File: src/hw/sea_regs.svh
`ifndef SEA_REGS_SVH
`define SEA_REGS_SVH
// Address geometry
`define SEA_SEC_W 12
`define SEA_LOC_W 18
`define SEA_WORD_W 36
// Highest in-section location that maps onto the accumulator block
`define SEA_AC_TOP 18'h0000f
// Word bit n sits at vector index 35-n
`define SEA_FMT_BIT 35
`define SEA_GLOB_IND_BIT 34
`define SEA_GLOB_X_HI 33
`define SEA_GLOB_X_LO 30
`define SEA_GLOB_A_HI 29
`define SEA_LIW_IND_BIT 22
`define SEA_LIW_X_HI 21
`define SEA_LIW_X_LO 18
// Left-half section field of an index register
`define SEA_IDX_SEC_HI 29
`define SEA_IDX_SEC_LO 18
`endif

File: src/hw/sea_pkg.sv
package sea_pkg;
  typedef struct packed {
    logic valid;
    logic [17:0] y;
    logic [3:0] x;
    logic ind;
    logic [35:0] idx_val;
    logic [11:0] pc_sec;
    logic [17:0] pc_loc;
    logic remote;
    logic [11:0] fetch_sec;
    logic jump_save;
  } sea_req_t;

  typedef struct packed {
    logic [11:0] sec;
    logic [17:0] loc;
  } sea_addr_t;

  typedef struct packed {
    logic valid;
    sea_addr_t ea;
    logic is_ac;
    logic local_ea;
    logic jump_save;
    sea_addr_t save_pc;
  } sea_res_t;

  typedef enum logic [3:0] {
    SEA_IDLE = 4'b0001,
    SEA_IND = 4'b0010,
    SEA_ACC = 4'b0100,
    SEA_DONE = 4'b1000
  } sea_state_t;
endpackage : sea_pkg

File: src/hw/sea_unit.sv
`timescale 1ns/10ps
`include "sea_regs.svh"
// Function
// - Local indexing adds modulo section size and keeps the current section.
// - Local wrap past section top lands on accumulators, then location 20.
// - Global indexing adds address field to index register bits 6-35 only.
// - Global result with zero location is memory, never an accumulator.
// - Global addition carries and borrows across section boundaries.
// - Local indirect word address resolves in the current section.
// - Global indirect word names section and location, ignoring PC section.
// - Remotely executed instruction resolves local addresses in its fetch section.
// - Remote subroutine jump saves executing section and location plus one.
// - Global indirect word: index number bits 2-5, address bits 6-35.
// - Global indexing uses index register bits 6-35 as offset.
module sea_unit (
  input wire logic clk,
  input wire logic rst,
  input wire sea_pkg::sea_req_t req,
  output logic busy,
  output logic mem_rd,
  output sea_pkg::sea_addr_t mem_addr,
  input wire logic mem_ack,
  input wire logic [35:0] mem_data,
  output logic acc_rd,
  output logic [3:0] acc_num,
  input wire logic [35:0] acc_data,
  output sea_pkg::sea_res_t res
);
  sea_pkg::sea_state_t state_q, state_d;
  logic [11:0] base_q, base_d;
  logic [17:0] py_q, py_d;
  logic [29:0] pg_q, pg_d;
  logic pglob_q, pglob_d;
  logic pind_q, pind_d;
  logic jsave_q, jsave_d;
  sea_pkg::sea_addr_t save_q, save_d;
  logic mem_rd_q, mem_rd_d;
  sea_pkg::sea_addr_t mem_addr_q, mem_addr_d;
  logic acc_rd_q, acc_rd_d;
  logic [3:0] acc_num_q, acc_num_d;
  sea_pkg::sea_res_t res_q, res_d;
  logic busy_q, busy_d;

  // Index register is global when not a loop count and its section field is set
  function automatic logic idx_global(input logic [35:0] v);
    idx_global = !v[`SEA_FMT_BIT] && (v[`SEA_IDX_SEC_HI:`SEA_IDX_SEC_LO] != 12'h000);
  endfunction : idx_global

  function automatic sea_pkg::sea_addr_t idx_add(input logic [11:0] sec,
      input logic [17:0] y, input logic [35:0] v);
    sea_pkg::sea_addr_t a;
    a = '0;
    if (idx_global(v))
    begin
      a = v[29:0] + {{12{y[17]}}, y};
    end
    else
    begin
      a.sec = sec;
      a.loc = y + v[17:0];
    end
    idx_add = a;
  endfunction : idx_add

  sea_pkg::sea_addr_t ea_w;
  logic ea_loc_w, ind_w, fin_w;

  always_comb
  begin
    state_d = state_q;
    base_d = base_q;
    py_d = py_q;
    pg_d = pg_q;
    pglob_d = pglob_q;
    pind_d = pind_q;
    jsave_d = jsave_q;
    save_d = save_q;
    mem_rd_d = 1'b0;
    mem_addr_d = mem_addr_q;
    acc_rd_d = 1'b0;
    acc_num_d = acc_num_q;
    res_d = res_q;
    res_d.valid = 1'b0;
    ea_w = '0;
    ea_loc_w = 1'b1;
    ind_w = 1'b0;
    fin_w = 1'b0;
    case (state_q)
      sea_pkg::SEA_IDLE:
      begin
        if (req.valid)
        begin
          base_d = req.remote ? req.fetch_sec : req.pc_sec;
          jsave_d = req.jump_save;
          // Saved PC always belongs to the executing instruction
          save_d.sec = req.pc_sec;
          save_d.loc = req.pc_loc + 18'h00001;
          if (req.x != 4'h0)
          begin
            ea_w = idx_add(req.remote ? req.fetch_sec : req.pc_sec, req.y, req.idx_val);
            ea_loc_w = !idx_global(req.idx_val);
          end
          else
          begin
            ea_w.sec = req.remote ? req.fetch_sec : req.pc_sec;
            ea_w.loc = req.y;
          end
          ind_w = req.ind;
          fin_w = 1'b1;
        end
      end
      sea_pkg::SEA_IND:
      begin
        if (mem_ack)
        begin
          if (mem_data[`SEA_FMT_BIT])
          begin
            py_d = mem_data[17:0];
            pglob_d = 1'b0;
            pind_d = mem_data[`SEA_LIW_IND_BIT];
            acc_num_d = mem_data[`SEA_LIW_X_HI:`SEA_LIW_X_LO];
            ea_w.sec = base_q;
            ea_w.loc = mem_data[17:0];
          end
          else
          begin
            pg_d = mem_data[`SEA_GLOB_A_HI:0];
            pglob_d = 1'b1;
            pind_d = mem_data[`SEA_GLOB_IND_BIT];
            acc_num_d = mem_data[`SEA_GLOB_X_HI:`SEA_GLOB_X_LO];
            ea_w = mem_data[`SEA_GLOB_A_HI:0];
            ea_loc_w = 1'b0;
          end
          ind_w = pind_d;
          if (acc_num_d != 4'h0)
          begin
            acc_rd_d = 1'b1;
            state_d = sea_pkg::SEA_ACC;
          end
          else
          begin
            fin_w = 1'b1;
          end
        end
      end
      sea_pkg::SEA_ACC:
      begin
        if (pglob_q)
        begin
          ea_w = pg_q + acc_data[29:0];
          ea_loc_w = 1'b0;
        end
        else
        begin
          ea_w = idx_add(base_q, py_q, acc_data);
          ea_loc_w = !idx_global(acc_data);
        end
        ind_w = pind_q;
        fin_w = 1'b1;
      end
      sea_pkg::SEA_DONE:
      begin
        state_d = sea_pkg::SEA_IDLE;
      end
      default:
      begin
        state_d = sea_pkg::SEA_IDLE;
      end
    endcase
    if (fin_w)
    begin
      if (ind_w)
      begin
        mem_rd_d = 1'b1;
        mem_addr_d = ea_w;
        state_d = sea_pkg::SEA_IND;
      end
      else
      begin
        res_d.valid = 1'b1;
        res_d.ea = ea_w;
        res_d.local_ea = ea_loc_w;
        // Only local results can reach the fast registers
        res_d.is_ac = ea_loc_w && (ea_w.loc <= `SEA_AC_TOP);
        res_d.jump_save = jsave_d;
        res_d.save_pc = save_d;
        state_d = sea_pkg::SEA_DONE;
      end
    end
    busy_d = (state_d != sea_pkg::SEA_IDLE);
  end

  always_ff @(posedge clk)
  begin
    if (rst)
    begin
      state_q <= sea_pkg::SEA_IDLE;
      base_q <= 12'h000;
      py_q <= 18'h00000;
      pg_q <= 30'h00000000;
      pglob_q <= 1'b0;
      pind_q <= 1'b0;
      jsave_q <= 1'b0;
      save_q <= '0;
      mem_rd_q <= 1'b0;
      mem_addr_q <= '0;
      acc_rd_q <= 1'b0;
      acc_num_q <= 4'h0;
      res_q <= '0;
      busy_q <= 1'b0;
    end
    else
    begin
      state_q <= state_d;
      base_q <= base_d;
      py_q <= py_d;
      pg_q <= pg_d;
      pglob_q <= pglob_d;
      pind_q <= pind_d;
      jsave_q <= jsave_d;
      save_q <= save_d;
      mem_rd_q <= mem_rd_d;
      mem_addr_q <= mem_addr_d;
      acc_rd_q <= acc_rd_d;
      acc_num_q <= acc_num_d;
      res_q <= res_d;
      busy_q <= busy_d;
    end
  end

  assign busy = busy_q;
  assign mem_rd = mem_rd_q;
  assign mem_addr = mem_addr_q;
  assign acc_rd = acc_rd_q;
  assign acc_num = acc_num_q;
  assign res = res_q;

  wire acc_w = (state_q == sea_pkg::SEA_IDLE) && req.valid;

  property p_local_idx;
    @(posedge clk) disable iff (rst)
    acc_w && !req.ind && !req.remote && req.x != 4'h0 && !idx_global(req.idx_val)
    |=> res.valid && res.ea.sec == $past(req.pc_sec)
        && res.ea.loc == $past(req.y) + $past(req.idx_val[17:0]);
  endproperty
  a_local_idx: assert property (p_local_idx) else $error("local index result wrong");

  property p_wrap_ac;
    @(posedge clk) disable iff (rst)
    res.valid && res.local_ea |-> res.is_ac == (res.ea.loc < 18'h00010);
  endproperty
  a_wrap_ac: assert property (p_wrap_ac) else $error("accumulator mapping wrong");

  property p_global_idx;
    @(posedge clk) disable iff (rst)
    acc_w && !req.ind && req.x != 4'h0 && idx_global(req.idx_val)
    |=> res.valid && !res.local_ea
        && res.ea == $past(req.idx_val[29:0]) + {{12{$past(req.y[17])}}, $past(req.y)};
  endproperty
  a_global_idx: assert property (p_global_idx) else $error("global index sum wrong");

  property p_glob_mem;
    @(posedge clk) disable iff (rst)
    res.valid && !res.local_ea |-> !res.is_ac;
  endproperty
  a_glob_mem: assert property (p_glob_mem) else $error("global address hit accumulators");

  property p_local_ind;
    @(posedge clk) disable iff (rst)
    state_q == sea_pkg::SEA_IND && mem_ack && mem_data[35] && !mem_data[22]
      && mem_data[21:18] == 4'h0
    |=> res.valid && res.ea.sec == $past(base_q) && res.ea.loc == $past(mem_data[17:0]);
  endproperty
  a_local_ind: assert property (p_local_ind) else $error("local indirect section wrong");

  property p_glob_ind;
    @(posedge clk) disable iff (rst)
    state_q == sea_pkg::SEA_IND && mem_ack && !mem_data[35] && !mem_data[34]
      && mem_data[33:30] == 4'h0
    |=> res.valid && res.ea == $past(mem_data[29:0]);
  endproperty
  a_glob_ind: assert property (p_glob_ind) else $error("global indirect target wrong");

  property p_remote;
    @(posedge clk) disable iff (rst)
    acc_w && req.remote && !req.ind && req.x == 4'h0
    |=> res.valid && res.ea.sec == $past(req.fetch_sec) ##1 !res.valid;
  endproperty
  a_remote: assert property (p_remote) else $error("remote section wrong");

  property p_jsave;
    @(posedge clk) disable iff (rst)
    acc_w && req.jump_save && !req.ind
    |=> res.jump_save && res.save_pc.sec == $past(req.pc_sec)
        && res.save_pc.loc == $past(req.pc_loc) + 18'h00001;
  endproperty
  a_jsave: assert property (p_jsave) else $error("saved PC wrong");

  property p_glob_ind_idx;
    @(posedge clk) disable iff (rst)
    state_q == sea_pkg::SEA_ACC && pglob_q && !pind_q
    |-> acc_rd ##1 res.valid && res.ea == $past(pg_q) + $past(acc_data[29:0]);
  endproperty
  a_glob_ind_idx: assert property (p_glob_ind_idx) else $error("indexed global indirect wrong");
endmodule : sea_unit

File: config.mk
export PLATFORM = sky130hd
export DESIGN_NAME = sea_unit
export DESIGN_NICKNAME = d
export VERILOG_FILES = /design/src/hw/sea_pkg.sv /design/src/hw/sea_unit.sv
export VERILOG_INCLUDE_DIRS = /design/src /design/src/hw
export SDC_FILE = /design/constraint.sdc
export NUM_CORES = 1
export LEC_CHECK = 0
export ABC_CLOCK_PERIOD_IN_PS = 4350
export BUFFER_PORTS_ARGS = -buffer_cell sky130_fd_sc_hd__buf_2
export CORE_MARGIN = 1
export CORE_UTILIZATION = 40
export CTS_BUF_LIST = sky130_fd_sc_hd__clkbuf_2 sky130_fd_sc_hd__clkbuf_4 sky130_fd_sc_hd__clkbuf_8
export CTS_CLUSTER_DIAMETER = 80
export CTS_CLUSTER_SIZE = 24
export DETAILED_ROUTE_END_ITERATION = 12
export PLACE_DENSITY = 0.58
export SLEW_MARGIN = 5
export SYNTH_ARGS = -nofsm -noshare
export SYNTH_HDL_FRONTEND = slang
export SYNTH_SLANG_ARGS = --single-unit
File: constraint.sdc
create_clock -name clk -period 4.35 [get_ports clk]
set_input_delay 0.87 -clock clk [delete_from_list [all_inputs] [get_ports clk]]
set_output_delay 0.87 -clock clk [all_outputs]
set_load 0.005 [all_outputs]
==> results.toml <==
[outcome]
outcome = "completed"

[layout]
final-instance-count-excl-fill = 2356
antenna_cells = 0
final_common_cell = "buf_2"
layout_common_cells = "buf_2 (268), nor2_1 (218), nand2_1 (206)"
finish.utilization_pct = 48.3
area_growth_pct = 17.4
drive_gt1_share_pct = 19.4
fin_area_sq_mm = 0.0154
n_fill_cell = 3295
nets = 2178

[route]
drt_first_pass_iters = 5
drt.antenna.violating_nets = 0
dr_total_vias = 13500
routed_wl_microns = 47800
wl_per_cell_microns = 20.3
detail_route.iter0.violations = 1030
routed_via_density = 5.73
drc = 0

[placement]
place.gp.congestion = 0.960
io_buffers = 269
dpl.hpwl_microns = 37900
placed_area_sq_mm = 0.0150
dp.cells = 2324

[setup_path]
r2r-start = "py_q[0]"
worst-setup-path-type = "in2reg"
worstPathRequired_ps = 4720
endpoint_kind = "flop"
startpoint_type = "input pin"
crit_arrival_ps = 4130
worstPathMaxFanout = 3
crit_end = "res[59]"
reg2reg_slack_ps = 690
timing.rr.end = "res[59]"
startpoint = "acc_data[0]"
reg2reg_depth = 14

[sta]
setup_violations = 0
fin_worst_hold_slack_ps = 448
hold_viol = 0
slew_violations = 0
fin_crit_ps = 3760
slew-limit-headroom_pct = 33.0
clock_skew_ps = 23.4
post-route-period-util_pct = 86.4
worst_pin_slew_ps = 1010
tns_ps = 0
clock.fmax_mhz = 266
rsz0062_at_grt = "false"

[synthesis]
synth_edf_count = 0
synth_warnings = 0
syn_avg_cell_area_sq_um = 7.86
ys.flop_type = "dfxtp_1"
synth.cell_area_sq_mm = 0.0131
syn_inst = 1668
seq_area_frac_synth_pct = 30.2
synth_fp_nets = 1938
synth_seq_cells = 198
ys_types = 86
async_flop_share_pct = 0

[grt]
antenna_found_initial = 2
grt_pass1_vias = 12500
grt_max_degree = 93
grt_overflow = 0
grt_usage_pct = 28.3
grt_pass1_wl_microns = 72200

[power]
ir_worst_vdd_mv = 0.221
power_density_mw_per_mm2 = 290
p_leak_nw = 6.55

[die]
die_h_microns = 183
core_sq_mm = 0.0319
rows = 65
io_pins = 280
dieArea_sq_mm = 0.0335
die_w_microns = 183
start_util_pct = 41.1

[hold_path]
hold_path.class = "reg2reg"
whs_path_depth = 2

[cts]
cts_hold_buf = 0
path_clk_slew_ps = 110
clock_latency_ps = 520
postCtsSetupBuffers = 0
cts_resized = 0
clockRootBuffer = "clkbuf_8"
cts_tree = "built"
numCtsBuffers = 17
clock_path_buffers = 2
h-tree-depth = 4
cts.sinks = 198

[flow_run]
maxCapViolCount = 0
report_power, final:
group,total [W],switching (W),internal (W)
logic,0.00120,0.000722,0.000481
registers,0.00204,0.0000790,0.00196
clock network,0.00123,0.000791,0.000442
total,0.00447,0.00159,0.00288
state kept, by name, summed over array words and instances (netlist names):
signal,flops
base_q,12
pg_q,30
state_q,4
mem_rd,1
acc_rd,1
res,64
mem_addr,30
busy,1
pglob_q,1
py_q,18
jsave_q,1
save_q,30
acc_num,4
pind_q,1
stage by stage:
| stage | power, W | worst slack, ps |
|---|---|---|
| finish | 0.00447 | 590 |
| global route | 0.00470 | 361 |
| CTS | 0.00449 | 653 |
| detailed placement | 0.00327 | 113 |
| global placement | 0.00326 | 84.6 |
| floorplan | 0.00278 | 822 |
worst min path at each step:
stage	from	endpoint	slack, ps
6_report	res[31]	res[31]	450
5_1_grt	res[31]	res[31]	460
2_1_floorplan	res[31]	res[31]	440
3_5_place_dp	res[31]	res[31]	430
3_3_place_gp	res[31]	res[31]	430
4_1_cts	res[31]	res[31]	450
cell type report:
| type | instances | area (sq um) | share of cell area, % |
|---|---|---|---|
| clock buffer | 18 | 241 | 1.57 |
| clock inverter | 14 | 154 | 1.00 |
| inverter | 20 | 75.1 | 0.488 |
| multi-input combinational | 1361 | 8730 | 56.7 |
| sequential | 198 | 3960 | 25.7 |
| tap | 435 | 544 | 3.54 |
| timing repair buffer | 310 | 1690 | 10.9 |
layer usage:
metal | vias to the layer above | track usage, % | share of wire [%]
met5 | - | 0 | 0.046
met4 | 4 | 8.63 | 2.5
li1 | 6631 | - | -
met3 | 68 | 5.24 | 6.7
met1 | 6319 | 39.8 | 48
met2 | 477 | 43.8 | 43
cell families after synthesis:
group	Yosys count	synth area share [%]
simple gates	610	21.3
compound gates	532	27.3
flops	198	30.2
buf+inv	109	3.31
fa+ha+maj	91	8.85
xor+xnor	79	5.28
mux	49	3.74
critical path, stage by stage:
cell and delay, ps:
buf_2 100, ha_1 180, inv_1 60, fa_1 410, nand2b_1 180, a21oi_1 270, o31ai_1 210, a2111oi_0 460
buf_4 200, nor2_1 50, a21oi_1 160, xor2_1 170, a221o_1 400, nor4b_1 310, nor3_1 80
Yosys cell counts, types with 7 or more instances:
| cell type | count | area (sq um) |
|---|---|---|
| a21oi_1 | 153 | 766 |
| nand3_1 | 25 | 125 |
| a221oi_1 | 8 | 70.1 |
| ha_1 | 88 | 1100 |
| nor4_1 | 11 | 68.8 |
| o31ai_1 | 8 | 60.1 |
| nor3_1 | 38 | 190 |
| o21ai_1 | 9 | 45.0 |
| and2_1 | 8 | 50.1 |
| o211ai_1 | 11 | 82.6 |
| a211oi_1 | 102 | 766 |
| nand4_1 | 13 | 81.3 |
| o21a_1 | 12 | 90.1 |
| and3_1 | 20 | 125 |
| dfxtp_1 | 198 | 3960 |
| nor2_1 | 219 | 822 |
| buf_2 | 11 | 55.1 |
| a31oi_1 | 12 | 75.1 |
| or3_1 | 7 | 43.8 |
| mux2i_1 | 49 | 490 |
| nor2b_1 | 17 | 106 |
| nor3b_1 | 7 | 52.6 |
| o22a_1 | 17 | 149 |
| xnor2_1 | 43 | 377 |
| nand2_1 | 206 | 773 |
| o21ai_0 | 71 | 355 |
| o22ai_1 | 16 | 100 |
| inv_1 | 20 | 75.1 |
| clkbuf_1 | 69 | 259 |
| xor2_1 | 36 | 315 |
| a311oi_1 | 7 | 61.3 |
| nand2b_1 | 10 | 62.6 |
| a21o_1 | 23 | 173 |
Power figures use the tool's default switching activity.
